--- src/sili_pkg.sv ---
// Constants and types for the sync/isochronous line interface.
// Assumes a 200 MHz system clock; register indices are small bus selects.
package sili_pkg;
  // Register selects
  localparam logic [2:0] SEL_RECEIVE_CONTROL_STATUS = 3'h0;
  localparam logic [2:0] SEL_RXDB  = 3'h1;
  localparam logic [2:0] SEL_PAR   = 3'h2;
  localparam logic [2:0] SEL_TRANSMIT_CONTROL_STATUS = 3'h3;
  localparam logic [2:0] SEL_TXDB  = 3'h4;
  // Receive control/status writable bits
  localparam int RC_STRIP = 8;
  localparam int RC_RXIE  = 6;
  localparam int RC_DTR   = 1;
  localparam int RC_SRCH  = 4;
  localparam int RC_DSIE  = 5;
  localparam int RC_RTS   = 2;
  localparam int RC_SECTX = 3;
  localparam logic [15:0] RC_WMASK = 16'h017E;
  // Parameter fields
  localparam int PA_MODE = 12;
  localparam int PA_LEN  = 10;
  localparam int PA_PEN  = 9;
  localparam int PA_EVEN = 8;
  localparam int PA_SYNC = 0;
  localparam logic [15:0] PA_WMASK = 16'h3FFF;
  // Transmit control/status fields
  localparam int TC_MDATA = 14;
  localparam int TC_SSCLK = 13;
  localparam int TC_MAINT = 11;
  localparam int TC_MCLR  = 8;
  localparam int TC_TXIE  = 6;
  localparam int TC_HALF  = 3;
  localparam int TC_BRK   = 0;
  localparam int TC_SEND  = 4;
  localparam int TC_DNAIE = 5;
  localparam logic [15:0] TC_WMASK = 16'h7879;
  // Synchronised pin vector layout
  localparam int IX_TXC   = 0;
  localparam int IX_RXC   = 1;
  localparam int IX_RXD   = 2;
  localparam int IX_DSR   = 3;
  localparam int IX_SECRX = 4;
  localparam int IX_CAR   = 5;
  localparam int IX_CTS   = 6;
  localparam int IX_RING  = 7;
  localparam int MDM_W    = 5;
  // Character framing
  localparam logic [3:0] MIN_LEN   = 4'h5;
  localparam logic [3:0] CHAR_MAX  = 4'h8;
  localparam logic [3:0] ISO_EXTRA = 4'h2;
  localparam logic [7:0] BUF_INIT  = 8'hFF;
  // Master clear pulse
  localparam int CLK_PERIOD_PS = 5000;
  localparam int MCLR_US       = 3;
  localparam int MCLR_CYC      = (MCLR_US * 1000000 + CLK_PERIOD_PS - 1) / CLK_PERIOD_PS;
  localparam int MCLR_W        = 10;
  typedef enum logic [1:0] {
    MODE_ISO = 2'b00, MODE_BAD = 2'b01, MODE_EXT = 2'b10, MODE_INT = 2'b11
  } sili_mode_t;
  typedef enum logic [1:0] {
    MAINT_NORMAL = 2'b00, MAINT_INT_LOOP = 2'b01, MAINT_EXT_LOOP = 2'b10, MAINT_TEST = 2'b11
  } sili_maint_t;
  typedef enum logic [1:0] {RX_HUNT = 2'b00, RX_DATA = 2'b01, RX_STOP = 2'b11} sili_rx_st_t;
  typedef enum logic {TX_IDLE = 1'b0, TX_SHIFT = 1'b1} sili_tx_st_t;
endpackage

--- src/sili_top.sv ---
// Character-oriented sync/isochronous serial line interface, device side.
// Assumes bus strobes on sys_clk; modem clocks and pins are asynchronous.
`timescale 1ns/1ps
module sili_top #(
  parameter int CHAR_W = 8,
  parameter int DEPTH  = 2
)(
  input  wire logic        sys_clk,
  input  wire logic        reset_n,
  input  wire logic        bus_init,
  input  wire logic [2:0]  reg_sel,
  input  wire logic        reg_rd,
  input  wire logic        reg_wr,
  input  wire logic [15:0] reg_wdata,
  output logic      [15:0] reg_rdata,
  output logic             bus_reply,
  output logic             tx_load_ready,
  input  wire logic        modem_tx_clk,
  input  wire logic        modem_rx_clk,
  input  wire logic        serial_rx_in,
  input  wire logic [4:0]  modem_stat,
  output logic             serial_tx_out,
  output logic             rts_out,
  output logic             dtr_out,
  output logic             sec_tx_out,
  output logic             rx_irq_req,
  output logic             tx_irq_req,
  output logic             irq_vec_rx
);
  import sili_pkg::*;

  localparam int PW = (DEPTH > 1) ? $clog2(DEPTH) : 1;

  if (CHAR_W != 8 || DEPTH < 2) begin : g_chk
    $error("sili_top: CHAR_W must be 8 and DEPTH at least 2");
  end

  // Pin synchronisers; stage 3 only feeds edge and change detection
  logic [7:0] pin_s1_r;
  logic [7:0] pin_s2_r;
  logic [7:0] pin_s3_r;
  wire  [7:0] pins_in = {modem_stat, serial_rx_in, modem_rx_clk, modem_tx_clk};

  always_ff @(posedge sys_clk or negedge reset_n) begin
    if (!reset_n) begin
      pin_s1_r <= 8'h00;
      pin_s2_r <= 8'h00;
      pin_s3_r <= 8'h00;
    end else begin
      pin_s1_r <= pins_in;
      pin_s2_r <= pin_s1_r;
      pin_s3_r <= pin_s2_r;
    end
  end

  // Register strobes
  wire rd_receive_control_status = reg_rd & (reg_sel == SEL_RECEIVE_CONTROL_STATUS);
  wire rd_rxdb  = reg_rd & (reg_sel == SEL_RXDB);
  wire rd_transmit_control_status = reg_rd & (reg_sel == SEL_TRANSMIT_CONTROL_STATUS);
  wire wr_receive_control_status = reg_wr & (reg_sel == SEL_RECEIVE_CONTROL_STATUS);
  wire wr_par   = reg_wr & (reg_sel == SEL_PAR);
  wire wr_transmit_control_status = reg_wr & (reg_sel == SEL_TRANSMIT_CONTROL_STATUS);
  wire wr_txdb  = reg_wr & (reg_sel == SEL_TXDB);
  wire wr_mclr  = wr_transmit_control_status & reg_wdata[TC_MCLR];

  logic [MCLR_W-1:0] mclr_cnt_r;
  wire               clear_pulse = (mclr_cnt_r != '0);
  wire               clr = clear_pulse | bus_init;

  always_ff @(posedge sys_clk or negedge reset_n) begin
    if (!reset_n) mclr_cnt_r <= '0;
    else if (wr_mclr) mclr_cnt_r <= MCLR_W'(MCLR_CYC);
    else if (clear_pulse) mclr_cnt_r <= mclr_cnt_r - 1'b1;
  end

  // Software control registers
  logic [15:0] rc_ctl_r;
  logic [15:0] par_r;
  logic [15:0] tc_r;

  always_ff @(posedge sys_clk or negedge reset_n) begin
    if (!reset_n) begin
      rc_ctl_r <= 16'h0000;
      par_r    <= 16'h0000;
      tc_r     <= 16'h0000;
    end else if (clr) begin
      rc_ctl_r <= 16'h0000;
      tc_r     <= 16'h0000;
    end else begin
      if (wr_receive_control_status) rc_ctl_r <= reg_wdata & RC_WMASK;
      if (wr_par) par_r <= reg_wdata & PA_WMASK;
      if (wr_transmit_control_status) tc_r <= reg_wdata & TC_WMASK;
    end
  end

  wire sili_mode_t  mode  = sili_mode_t'(par_r[PA_MODE +: 2]);
  wire sili_maint_t maint = sili_maint_t'(tc_r[TC_MAINT +: 2]);
  wire        iso    = ~mode[1];
  wire [3:0]  len    = MIN_LEN + {2'b00, par_r[PA_LEN +: 2]};
  wire        pen    = par_r[PA_PEN];
  wire        even   = par_r[PA_EVEN];
  wire [7:0]  sync_c = par_r[PA_SYNC +: 8];
  wire        send   = tc_r[TC_SEND];
  wire        loop   = (maint == MAINT_INT_LOOP) | (maint == MAINT_EXT_LOOP);
  wire [3:0]  nb     = len + {3'b000, pen};
  wire [7:0]  len_mask = BUF_INIT >> (CHAR_MAX - len);

  // Bit clocks and receive data source
  logic ss_d_r;
  always_ff @(posedge sys_clk or negedge reset_n) begin
    if (!reset_n) ss_d_r <= 1'b0;
    else ss_d_r <= tc_r[TC_SSCLK];
  end
  wire ss_rise = tc_r[TC_SSCLK] & ~ss_d_r;
  wire tbit = loop ? ss_rise : (pin_s2_r[IX_TXC] & ~pin_s3_r[IX_TXC]);
  wire rbit = loop ? ss_rise : (pin_s2_r[IX_RXC] & ~pin_s3_r[IX_RXC]);
  wire rx_din = loop ? tc_r[TC_MDATA] : pin_s2_r[IX_RXD];

  // Transmit buffer, two entries deep by default
  logic [CHAR_W-1:0] fifo_m [DEPTH];
  logic [PW-1:0]     wp_r;
  logic [PW-1:0]     rp_r;
  logic [PW:0]       fcnt_r;
  wire full  = (fcnt_r == (PW+1)'(DEPTH));
  wire empty = (fcnt_r == '0);
  wire push  = wr_txdb & ~full;
  wire tx_take;
  assign tx_load_ready = ~full;

  always_ff @(posedge sys_clk or negedge reset_n) begin
    if (!reset_n) begin
      for (int i = 0; i < DEPTH; i++) fifo_m[i] <= BUF_INIT;
      wp_r   <= '0;
      rp_r   <= '0;
      fcnt_r <= '0;
    end else if (clr) begin
      for (int i = 0; i < DEPTH; i++) fifo_m[i] <= BUF_INIT;
      wp_r   <= '0;
      rp_r   <= '0;
      fcnt_r <= '0;
    end else begin
      if (push) begin
        fifo_m[wp_r] <= reg_wdata[CHAR_W-1:0];
        wp_r <= (wp_r == PW'(DEPTH - 1)) ? '0 : wp_r + 1'b1;
      end
      if (tx_take) rp_r <= (rp_r == PW'(DEPTH - 1)) ? '0 : rp_r + 1'b1;
      fcnt_r <= fcnt_r + (PW+1)'(push) - (PW+1)'(tx_take);
    end
  end

  // Transmitter framing
  sili_tx_st_t tx_st_r;
  logic [10:0] tx_sh_r;
  logic [3:0]  tx_cnt_r;
  logic        txo_r;
  logic        tx_done_r;
  logic        dna_r;

  wire        tx_end  = tbit & ((tx_st_r == TX_IDLE) | (tx_cnt_r == 4'h1));
  assign      tx_take = tx_end & send & ~empty;
  wire        tx_fill = tx_end & send & empty & ~iso & (tx_st_r == TX_SHIFT);
  wire        tx_go   = tx_take | tx_fill;
  wire [7:0]  tx_d    = (tx_take ? fifo_m[rp_r] : sync_c) & len_mask;
  wire        tx_p    = (^tx_d) ^ ~even;
  wire [8:0]  tx_body = {1'b0, tx_d} | ({8'h00, pen & tx_p} << len);
  wire [10:0] tx_iso  = ({2'b00, tx_body} | (11'h001 << nb)) << 1;
  wire [10:0] tx_fr   = iso ? tx_iso : {2'b00, tx_body};
  wire [3:0]  tx_flen = iso ? nb + ISO_EXTRA : nb;

  always_ff @(posedge sys_clk or negedge reset_n) begin
    if (!reset_n) begin
      tx_st_r  <= TX_IDLE;
      tx_sh_r  <= '0;
      tx_cnt_r <= '0;
      txo_r    <= 1'b1;
    end else if (clr) begin
      tx_st_r  <= TX_IDLE;
      tx_sh_r  <= '0;
      tx_cnt_r <= '0;
      txo_r    <= 1'b1;
    end else if (tx_go) begin
      tx_st_r  <= TX_SHIFT;
      txo_r    <= tx_fr[0];
      tx_sh_r  <= tx_fr >> 1;
      tx_cnt_r <= tx_flen;
    end else if (tx_end) begin
      tx_st_r  <= TX_IDLE;
      tx_cnt_r <= '0;
      txo_r    <= 1'b1;
    end else if (tbit) begin
      txo_r    <= tx_sh_r[0];
      tx_sh_r  <= tx_sh_r >> 1;
      tx_cnt_r <= tx_cnt_r - 1'b1;
    end
  end

  always_ff @(posedge sys_clk or negedge reset_n) begin
    if (!reset_n) begin
      tx_done_r     <= 1'b1;
      dna_r         <= 1'b0;
      serial_tx_out <= 1'b1;
    end else begin
      tx_done_r     <= clr | tx_take | (tx_done_r & ~wr_txdb);
      dna_r         <= ~clr & (tx_fill | (dna_r & ~rd_transmit_control_status));
      serial_tx_out <= tc_r[TC_BRK] ? 1'b0 : txo_r;
    end
  end

  // Receiver
  sili_rx_st_t rx_st_r;
  logic [8:0]  rx_sh_r;
  logic [7:0]  rx_hr_r;
  logic [3:0]  rx_cnt_r;
  logic        rec_r;
  logic [7:0]  rxbuf_r;
  logic        done_r;
  logic        ovr_r;
  logic        frm_r;
  logic        per_r;

  wire        rx_en   = rc_ctl_r[RC_SRCH] & ~(tc_r[TC_HALF] & send);
  wire        rstep   = rbit & rx_en;
  wire [7:0]  hr_nx   = {rx_din, rx_hr_r[7:1]};
  wire        hunt_hit = (mode == MODE_INT) & ((hr_nx >> (CHAR_MAX - len)) == (sync_c & len_mask));
  wire        rx_start = (mode == MODE_INT) ? hunt_hit : ((mode == MODE_EXT) | ~rx_din);
  wire [8:0]  rx_cat  = rx_sh_r | ({8'h00, rx_din} << rx_cnt_r);
  wire        data_last = rstep & (rx_st_r == RX_DATA) & (rx_cnt_r == nb - 4'h1);
  wire        deliver = iso ? (rstep & (rx_st_r == RX_STOP)) : data_last;
  wire [8:0]  dv      = iso ? rx_sh_r : rx_cat;
  wire [3:0]  nb_cap  = (nb > CHAR_MAX) ? CHAR_MAX : nb;
  wire [7:0]  dv_field = dv[7:0] & (BUF_INIT >> (CHAR_MAX - nb_cap));
  wire        p_bad   = pen & ((^dv) ^ ~even);
  wire        f_bad   = iso & ~rx_din;
  wire        is_sync = (dv[7:0] & len_mask) == (sync_c & len_mask);
  wire        stripped = rc_ctl_r[RC_STRIP] & is_sync & ~p_bad & ~f_bad;
  wire        accept  = deliver & ~stripped;

  always_ff @(posedge sys_clk or negedge reset_n) begin
    if (!reset_n) begin
      rx_st_r  <= RX_HUNT;
      rx_sh_r  <= '0;
      rx_hr_r  <= '0;
      rx_cnt_r <= '0;
    end else if (clr | ~rx_en) begin
      rx_st_r  <= RX_HUNT;
      rx_sh_r  <= '0;
      rx_hr_r  <= '0;
      rx_cnt_r <= '0;
    end else if (rbit) begin
      unique case (rx_st_r)
        RX_HUNT: begin
          rx_hr_r <= hr_nx;
          if (rx_start) rx_st_r <= RX_DATA;
          rx_cnt_r <= '0;
          rx_sh_r  <= '0;
        end
        RX_DATA: begin
          rx_sh_r  <= rx_cat;
          rx_cnt_r <= rx_cnt_r + 1'b1;
          if (data_last) begin
            rx_cnt_r <= '0;
            if (iso) rx_st_r <= RX_STOP;
            else rx_sh_r <= '0;
          end
        end
        RX_STOP: begin
          rx_st_r <= RX_HUNT;
          rx_sh_r <= '0;
        end
        default: rx_st_r <= RX_HUNT;
      endcase
    end
  end

  always_ff @(posedge sys_clk or negedge reset_n) begin
    if (!reset_n) begin
      rxbuf_r <= BUF_INIT;
      done_r  <= 1'b0;
      ovr_r   <= 1'b0;
      frm_r   <= 1'b0;
      per_r   <= 1'b0;
      rec_r   <= 1'b0;
    end else if (clr) begin
      rxbuf_r <= BUF_INIT;
      done_r  <= 1'b0;
      ovr_r   <= 1'b0;
      frm_r   <= 1'b0;
      per_r   <= 1'b0;
      rec_r   <= 1'b0;
    end else begin
      if (accept) rxbuf_r <= dv_field;
      done_r <= accept | (done_r & ~rd_rxdb);
      ovr_r  <= (accept & done_r & ~rd_rxdb) | (ovr_r & ~rd_rxdb);
      frm_r  <= (accept & f_bad) | (frm_r & ~rd_rxdb);
      per_r  <= pen & ((accept & p_bad) | (per_r & ~rd_rxdb));
      rec_r  <= rc_ctl_r[RC_SRCH] & (rec_r | (rstep & (rx_st_r == RX_HUNT) & hunt_hit));
    end
  end

  // Modem status change and interrupt requests
  logic dsch_r;
  wire  mdm_edge = |(pin_s2_r[IX_DSR +: MDM_W] ^ pin_s3_r[IX_DSR +: MDM_W]);
  wire  rx_req = (done_r & rc_ctl_r[RC_RXIE]) | (dsch_r & rc_ctl_r[RC_DSIE]);
  wire  tx_req = (tx_done_r & tc_r[TC_TXIE]) | (dna_r & tc_r[TC_DNAIE]);

  always_ff @(posedge sys_clk or negedge reset_n) begin
    if (!reset_n) begin
      dsch_r     <= 1'b0;
      rx_irq_req <= 1'b0;
      tx_irq_req <= 1'b0;
      irq_vec_rx <= 1'b0;
    end else begin
      dsch_r     <= ~clr & (mdm_edge | (dsch_r & ~rd_receive_control_status));
      rx_irq_req <= rx_req;
      tx_irq_req <= tx_req;
      irq_vec_rx <= rx_req;
    end
  end

  // Read data
  wire rec_act = (mode == MODE_INT) ? rec_r : rc_ctl_r[RC_SRCH];
  wire rx_err  = ovr_r | frm_r | per_r;
  wire [15:0] rd_rc = {dsch_r, pin_s2_r[IX_RING], pin_s2_r[IX_CTS], pin_s2_r[IX_CAR], rec_act,
                       pin_s2_r[IX_SECRX], pin_s2_r[IX_DSR], rc_ctl_r[RC_STRIP], done_r,
                       rc_ctl_r[RC_RXIE:RC_DTR], 1'b0};
  wire [15:0] rd_rx = {rx_err, ovr_r, frm_r, per_r, 4'h0, rxbuf_r};
  wire [15:0] rd_tc = {dna_r, tc_r[TC_MDATA:TC_MAINT], loop & rx_din, 1'b0, clear_pulse,
                       tx_done_r, tc_r[TC_TXIE:TC_HALF], 2'b00, tc_r[TC_BRK]};
  wire [15:0] rd_mux = (reg_sel == SEL_RECEIVE_CONTROL_STATUS) ? rd_rc :
                       (reg_sel == SEL_RXDB)  ? rd_rx :
                       (reg_sel == SEL_TRANSMIT_CONTROL_STATUS) ? rd_tc : 16'h0000;

  always_ff @(posedge sys_clk or negedge reset_n) begin
    if (!reset_n) begin
      reg_rdata <= 16'h0000;
      bus_reply <= 1'b0;
    end else begin
      if (reg_rd) reg_rdata <= rd_mux;
      bus_reply <= (reg_rd | reg_wr) & ~wr_mclr;
    end
  end

  assign rts_out    = rc_ctl_r[RC_RTS];
  assign dtr_out    = rc_ctl_r[RC_DTR];
  assign sec_tx_out = rc_ctl_r[RC_SECTX];
endmodule

--- config.mk ---
export PLATFORM = sky130hd
export DESIGN_NAME = sili_top
export DESIGN_NICKNAME = d
export VERILOG_FILES = /design/src/sili_pkg.sv /design/src/sili_top.sv
export SDC_FILE = /design/constraint.sdc
export NUM_CORES = 1
export LEC_CHECK = 0
export BUFFER_PORTS_ARGS = -buffer_cell sky130_fd_sc_hd__buf_2
export CAP_MARGIN = 20
export CORE_UTILIZATION = 41
export CTS_BUF_LIST = sky130_fd_sc_hd__clkbuf_4
export CTS_CLUSTER_DIAMETER = 150
export DETAILED_ROUTE_END_ITERATION = 10
export PLACE_DENSITY = 0.57
export SYNTH_ARGS = -nofsm -noshare
export SYNTH_HDL_FRONTEND = slang
export SYNTH_SLANG_ARGS = --single-unit
--- constraint.sdc ---
create_clock -name sys_clk -period 5.2 [get_ports sys_clk]
set_input_delay 0.26 -clock sys_clk [delete_from_list [all_inputs] [get_ports sys_clk]]
set_output_delay 0.26 -clock sys_clk [all_outputs]
set_load 0.05 [all_outputs]
==> impl_metrics.env, run 1 <==
export IMPL_drive_above_1_share_pct=17.6
export IMPL_met2_length_mm=10.8
export IMPL_vias_per_cell=5.58
export IMPL_ioPinCount=57
export IMPL_cp_start_kind="flop"
export IMPL_routed_wl_mm=23.5
export IMPL_hpwl_mm=16.6
export IMPL_synth_top_area_cell="dfrtp_1"
export IMPL_p_sw_w=0.000753
export IMPL_crit_slowest_cell="fa_1"
export IMPL_clockBufferDepth=2
export IMPL_clock_power_share_pct=32.9
export IMPL_critPathArrivalTime_ns=4.72
export IMPL_synth_top_cell_area_share_pct=37.3
export IMPL_crit_chain="buf_4 > inv_1 > ha_1 > fa_1 > inv_1 > ha_1 > ha_1 > xnor2_1 > nand4_1 > o22ai_1 > nand3_1 > or3_1 > and3_1 > o311ai_2"
export IMPL_fp_dieW_um=148
export IMPL_fin_setup_tns_ns=0
export IMPL_postLayoutCoreUtil_pct=47.0
export IMPL_p_int_w=0.00161
export IMPL_p_per_area_nw_per_um2=239
export IMPL_irDropWorstVdd_v=0.000147
export IMPL_cts_tree="yes"
export IMPL_synthCells=923
export IMPL_hold_violations=0
export IMPL_path_class="flop to flop"
export IMPL_finalCritPeriodShare_pct=81.0
export IMPL_path_common_cell="ha_1"
export IMPL_power_leakage_nw=4.24
export IMPL_route_top_layer_used="met4"
export IMPL_synth_nets=983
export IMPL_yosys_top_cells_area="dfrtp_1, dfstp_2, nand2_1, ha_1, mux2_2"
export IMPL_firstDrtPassIters=5
export IMPL_fillers=1974
export IMPL_die_area_sq_um=22000
export IMPL_status="finished, final reports clean"
export IMPL_critPathBufInv=3
export IMPL_synthFlopType="dfrtp_1"
export IMPL_avgSynthCellArea_sq_um=9.52
export IMPL_cts_setup_buffers=0
export IMPL_required_ns=5.71
export IMPL_drc=0
export IMPL_fin_nets=1045
export IMPL_synth_edf_count=0
export IMPL_cts_num_sinks=158
export IMPL_p_seq_share_pct=56.2
export IMPL_yosys_warnings=0
export IMPL_slew_violations=0
export IMPL_finalSetupViolCount=0
export IMPL_crit_family="adder cells"
export IMPL_final_cell_mix="dfrtp_1, nand2_1, nor2_1"
export IMPL_fmax_ghz=0.238
export IMPL_skew_ns=0.0373
export IMPL_drv_cap=0
export IMPL_rsz0062_at_grt="false"
export IMPL_grt_pass1_vias=6875
export IMPL_syn_to_final_growth_pct=12.4
export IMPL_grt_max_degree=85
export IMPL_postRouteAntennaNets=0
export IMPL_met3_wirelength_mm=1.12
export IMPL_htree_levels=4
export IMPL_clk_latency_ns=0.60
export IMPL_mostFrequentLayoutCell="dfrtp_1"
export IMPL_path_max_fanout=19
export IMPL_rows=53
export IMPL_wl_per_cell_um=18.4
export IMPL_die_height_um=148
export IMPL_grt_pass1_wl_mm=37.9
export IMPL_synth_seq_area_share_pct=45.4
export IMPL_p_sw_share_pct=31.9
export IMPL_ys_types=67
export IMPL_path_clk_slew_ns=0.17
export IMPL_hold_class="primary input to flop"
export IMPL_cp_end_kind="flop"
export IMPL_ys_ff_latch=158
export IMPL_finalCriticalPeriod_ns=4.21
export IMPL_vias=7136
export IMPL_grt_ovfl_total=0
export IMPL_cts_root_buf="clkbuf_4"
export IMPL_io_buffer_count=55
export IMPL_mappedNetlistArea_sq_um=8790
export IMPL_grt_usage_pct=22.4
export IMPL_slowest_delay_ns=0.65
export IMPL_drtIter0Drc=498
export IMPL_power_total_w=0.00236
export IMPL_start_util_pct=41.8
export IMPL_dp_cells=1215
export IMPL_comb_power_share_pct=10.9
export IMPL_coreArea_sq_um=21000
export IMPL_m1WireLength_mm=11.1
export IMPL_cts_made_buffers=17
export IMPL_worstMarginPinSlew_ns=0.822
export IMPL_gp_congestion=0.941
export IMPL_synth_async_reset_ratio_pct=100
export IMPL_antenna_found_initial=1
export IMPL_maxSlewHeadroom_pct=45.2
export IMPL_final_cells=1278
## synthesized netlist by cell type (all sizes together), types with 2 or more instances
cell type	n
nor2	80
mux2i	28
nand2b	7
nand4	10
ha	27
inv	33
o22ai	14
nand3	37
mux2	31
o311ai	3
and2	7
a2111oi	3
nor3	22
xnor2	35
a221oi	2
nor3b	8
o31a	2
nand3b	6
a32oi	2
and3	6
nor2b	14
a21oi	60
o31ai	7
mux4	5
a41oi	3
a211oi	5
dfrtp	131
a311oi	2
nand2	128
xor2	21
a22oi	18
or2	5
or3	5
nand4b	3
buf	6
clkbuf	43
o211ai	8
dfstp	27
and3b	2
a22o	2
o21ai	37
o2111ai	3
a31oi	11
## cells by family (layout without fill, tap and decap cells)
family	Yosys count	after routing	synth area share, %
buffers and inverters	82	157	3.63
XOR/XNOR	57	57	6.14
other	0	5	0
AND/OR/NAND/NOR	344	344	18.2
AO/OA/AOI/OAI	190	190	14.1
multiplexers	64	64	8.53
adder cells (fa/ha/maj)	28	28	4.07
flip-flops	158	158	45.4
## layer usage
layer / vias up / global-route usage (%)
li1: 3360 / -
met3: 33 / 4.75
met1: 3552 / 31.7
met2: 191 / 34.5
met4: 0 / 6.34
met5: - / 0
## worst min-delay path, delay by kind of cell
family	cells	cell delay [ns]
simple gates	3	0.20
buf+inv	1	0.14
## through the flow
stage               setup WS [ns]  cell area (sq um)  hold slack (ns)
finish                      0.990               9880           0.0396
floorplan                    1.13               8790          -0.0356
detailed placement           1.07               9300            0.336
global route                0.773               9880          0.00514
global placement             1.16               9300            0.333
CTS                          1.00               9850           0.0262
## power by group through the flow
stage | Combinational [W] | Sequential (W) | Clock (W)
after floorplan | 0.000136 | 0.00137 | 0
after detailed placement | 0.000245 | 0.00135 | 0
after CTS | 0.000260 | 0.00133 | 0.000795
after global routing | 0.000291 | 0.00133 | 0.000844
final | 0.000257 | 0.00133 | 0.000776
after global placement | 0.000241 | 0.00135 | 0
## final cells by class
class / count / area (sq um) / share of cell area [%]
timing repair buffer: 92 / 629 / 6.37
clock inverter: 15 / 170 / 1.72
inverter: 33 / 124 / 1.25
tap: 275 / 344 / 3.48
sequential: 158 / 3990 / 40.4
antenna: 5 / 12.5 / 0.127
clock buffer: 17 / 128 / 1.29
multi-input combinational: 683 / 4480 / 45.4
## state kept, by name, summed over array words and instances (netlist names), 4 cells and up
| register | cells |
|---|---|
| reg_rdata | 16 |
| rxbuf_r | 8 |
| pin_s1_r | 8 |
| rc_ctl_r | 7 |
| rx_sh_r | 9 |
| tx_cnt_r | 4 |
| rx_hr_r | 7 |
| fifo_m | 16 |
| rx_cnt_r | 4 |
| tx_sh_r | 10 |
| par_r | 14 |
| tc_r | 9 |
| pin_s3_r | 7 |
| mclr_cnt_r | 10 |
| pin_s2_r | 8 |
## worst paths after layout
kind	cells after the start	slack, ns	startpoint	to
max in group asynchronous	3	3.80	reset_n	rxbuf_r[7]
max reg2reg	14	0.99	par_r[10]	rxbuf_r[4]
min reg2reg	0	0.36	pin_s1_r[4]	pin_s2_r[4]
max	14	0.99	par_r[10]	rxbuf_r[4]
min in group asynchronous	2	0.29	reset_n	dna_r
min	4	0.04	reg_sel[2]	tx_done_r
## repair_timing
| item | CTS | global route |
|---|---|---|
| endpoints found under the hold margin | 114 | 0 |
| gates resized for setup | 0 | 0 |
| setup endpoints to repair | 0 | 0 |
| hold buffers | 25 | 0 |
No activity file was read; power rests on OpenSTA's default activity.
==> run 2: changes to the inputs <==
--- a/config.mk
+++ b/config.mk
@@ -5,13 +5,14 @@
 export SDC_FILE = /design/constraint.sdc
 export NUM_CORES = 1
 export LEC_CHECK = 0
+export ABC_AREA = 1
 export BUFFER_PORTS_ARGS = -buffer_cell sky130_fd_sc_hd__buf_2
 export CAP_MARGIN = 20
 export CORE_UTILIZATION = 41
 export CTS_BUF_LIST = sky130_fd_sc_hd__clkbuf_4
 export CTS_CLUSTER_DIAMETER = 150
 export DETAILED_ROUTE_END_ITERATION = 10
-export PLACE_DENSITY = 0.57
+export PLACE_DENSITY = 0.59
 export SYNTH_ARGS = -nofsm -noshare
 export SYNTH_HDL_FRONTEND = slang
 export SYNTH_SLANG_ARGS = --single-unit
==> constraint.sdc (replaced) <==
create_clock -name sys_clk -period 3.7 [get_ports sys_clk]
set_input_delay 0.185 -clock sys_clk [delete_from_list [all_inputs] [get_ports sys_clk]]
set_output_delay 0.185 -clock sys_clk [all_outputs]
set_load 0.05 [all_outputs]
==> run 2 against run 1 <==
Compared with the run above:
- fmax rose by 28%
- flip-flop and latch count stayed put
- non-clock buffer count increased by 8
- synthesized cell count is 21% higher
- cell count rose by 17%
- clock-buffer cell count did not move
- clock skew decreased by 0.0081 ns
- first-iteration DRC count increased by 12%
- final area is 0.66% higher
- hold slack gained 0.028 ns
- die area down 1.0%
- highest routed layer unchanged
==> impl_metrics.env, run 2 <==
export IMPL_status="finished, final reports clean"
export IMPL_drv_cap=0
export IMPL_synth_async_reset_ratio_pct=100
export IMPL_postRouteAntennaNets=0
export IMPL_synthFlopType="dfrtp_1"
export IMPL_start_util_pct=42.4
export IMPL_yosys_top_cells_area="dfrtp_1, nand2_1, dfstp_2, inv_1, o21ai_0"
export IMPL_drtIter0Drc=559
export IMPL_drc=0
export IMPL_worstMarginPinSlew_ns=0.894
export IMPL_mostFrequentLayoutCell="nand2_1"
export IMPL_hpwl_mm=17.4
export IMPL_ys_types=50
export IMPL_rows=52
export IMPL_ioPinCount=57
export IMPL_clk_latency_ns=0.59
export IMPL_synth_top_cell_area_share_pct=37.7
export IMPL_yosys_warnings=0
export IMPL_dp_cells=1432
export IMPL_grt_max_degree=92
export IMPL_finalCritPeriodShare_pct=89.0
export IMPL_ys_ff_latch=158
export IMPL_comb_power_share_pct=11.2
export IMPL_power_leakage_nw=4.87
export IMPL_cts_num_sinks=158
export IMPL_finalSetupViolCount=0
export IMPL_yosysMostFrequentCell="nand2_1"
export IMPL_path_class="flop to flop"
export IMPL_fillers=2031
export IMPL_synth_nets=1180
export IMPL_cts_made_buffers=17
export IMPL_routed_wl_mm=23.3
export IMPL_grt_ovfl_total=0
export IMPL_synth_seq_area_share_pct=45.9
export IMPL_vias=7623
export IMPL_ys_top_cells_by_count="nand2_1, inv_1, dfrtp_1, nor2_1, o21ai_0"
export IMPL_die_height_um=148
export IMPL_maxSlewHeadroom_pct=40.2
export IMPL_synth_edf_count=0
export IMPL_required_ns=4.23
export IMPL_clock_power_share_pct=34.6
export IMPL_fmax_ghz=0.304
export IMPL_antenna_found_initial=1
export IMPL_p_int_w=0.00234
export IMPL_p_sw_share_pct=31.9
export IMPL_slew_violations=0
export IMPL_firstDrtPassIters=8
export IMPL_grt_pass1_wl_mm=38.3
export IMPL_irDropWorstVdd_v=0.000197
export IMPL_clockBufferDepth=2
export IMPL_avgSynthCellArea_sq_um=7.76
export IMPL_cts_tree="yes"
export IMPL_cp_end_kind="flop"
export IMPL_critPathArrivalTime_ns=3.82
export IMPL_hold_violations=0
export IMPL_finalCriticalPeriod_ns=3.29
export IMPL_die_area_sq_um=21800
export IMPL_syn_to_final_growth_pct=14.4
export IMPL_grt_usage_pct=22.5
export IMPL_p_sw_w=0.00110
export IMPL_coreArea_sq_um=20500
export IMPL_skew_ns=0.0292
export IMPL_fp_dieW_um=148
export IMPL_postLayoutCoreUtil_pct=48.5
export IMPL_vias_per_cell=5.10
export IMPL_mappedNetlistArea_sq_um=8690
export IMPL_fin_ws_ns=0.408
export IMPL_htree_levels=4
export IMPL_final_cells=1494
export IMPL_final_cell_mix="nand2_1, inv_1, dfrtp_1"
export IMPL_wl_per_cell_um=15.6
export IMPL_post_place_ws_ns=0.243
export IMPL_synth_top_area_cell="dfrtp_1"
export IMPL_cts_root_buf="clkbuf_4"
export IMPL_hold_class="primary input to flop"
export IMPL_p_per_area_nw_per_um2=346
export IMPL_gp_congestion=0.859
export IMPL_rsz0062_at_grt="false"
export IMPL_fin_nets=1269
export IMPL_fin_setup_tns_ns=0
export IMPL_path_clk_slew_ns=0.15
export IMPL_grt_pass1_vias=7261
export IMPL_whs_ns=0.0679
export IMPL_p_seq_share_pct=54.2
export IMPL_synthCells=1120
export IMPL_io_buffer_count=55
export IMPL_path_max_fanout=9
export IMPL_cp_start_kind="flop"
export IMPL_top_regs="fifo_m: 16 flops, reg_rdata: 16 flops, par_r: 14 flops"
export IMPL_drive_above_1_share_pct=14.0
==> run 2: changes by cell type after synthesis, sizes merged, moves of 23 or more <==
cell    change
clkbuf     -23
inv       +116
mux2       -25
mux2i      -28
nand2     +189
nand3      +32
nor2       +25
o21ai      +49
xnor2      -30
==> run 2: worst max-delay path, stage by stage, from the launching register on <==
cell and delay (ns):
dfrtp_1 0.47, inv_1 0.08, ha_1 0.20, fa_1 0.50
inv_1 0.12, ha_1 0.26, ha_1 0.31, xor2_1 0.17
nor3_2 0.31, nand4_1 0.18, nand2_1 0.27, nand2_4 0.13
nand2_2 0.12, nand2_1 0.07, nand2_1 0.06
==> run 2: path summary, 6_finish.rpt <==
kind                             start          end  slack [ns]  depth (start not counted)
max                          par_r[10]   rxbuf_r[0]        0.41                         14
min                         reg_sel[2]    tx_done_r        0.07                          4
max reg2reg                  par_r[10]   rxbuf_r[0]        0.41                         14
min reg2reg                pin_s1_r[4]  pin_s2_r[4]        0.37                          0
max in group asynchronous      reset_n        txo_r        2.56                          3
min in group asynchronous      reset_n  pin_s3_r[6]        0.20                          2
==> run 2: metal layers <==
metal	vias up	track usage (%)	part of all wire (%)
met5	-	0	0
met4	0	7.01	1.9
met3	31	3.58	4.5
met2	179	35.8	46
met1	3590	31.3	48
li1	3823	-	-
==> run 2: power by group through the flow <==
stage	sequential (W)	combinational (W)	clock, W
4_1_cts	0.00187	0.000389	0.00122
3_3_place_gp	0.00189	0.000359	0
5_1_grt	0.00188	0.000438	0.00128
3_5_place_dp	0.00190	0.000366	0
6_report	0.00187	0.000385	0.00119
2_1_floorplan	0.00192	0.000203	0
==> run 2: final cells by class <==
| type | instances | area, sq um | area share, % |
|---|---|---|---|
| multi-input combinational | 783 | 4030 | 40.5 |
| sequential | 158 | 3990 | 40.1 |
| timing repair buffer | 100 | 689 | 6.93 |
| inverter | 149 | 559 | 5.62 |
| tap | 270 | 338 | 3.40 |
| clock inverter | 15 | 210 | 2.11 |
| clock buffer | 17 | 128 | 1.28 |
| antenna | 2 | 5.00 | 0.0503 |
==> run 2: stage by stage <==
stage / area (sq um) / power, W
2_1_floorplan: 8690 / 0.00212
3_3_place_gp: 9320 / 0.00225
3_5_place_dp: 9320 / 0.00226
4_1_cts: 9930 / 0.00347
5_1_grt: 9940 / 0.00360
6_report: 9940 / 0.00344
==> run 2: kinds of logic (layout without fill, tap and decap cells) <==
family | after synthesis | count (layout) | share of synthesized area, %
AO/OA/AOI/OAI | 195 | 195 | 13.2
XOR/XNOR | 21 | 21 | 2.12
adder cells (fa/ha/maj) | 28 | 28 | 4.12
multiplexers | 6 | 6 | 0.777
other | 0 | 2 | 0
flip-flops | 158 | 158 | 45.9
buffers and inverters | 179 | 281 | 7.87
AND/OR/NAND/NOR | 533 | 533 | 26.0
==> run 2: repair_timing <==
action                     4_1_cts  5_1_grt
resized for setup                0        1
hold buffers                    28        0
setup endpoints to repair        0        7
buffers inserted                 0        0
hold endpoints to repair       117        0
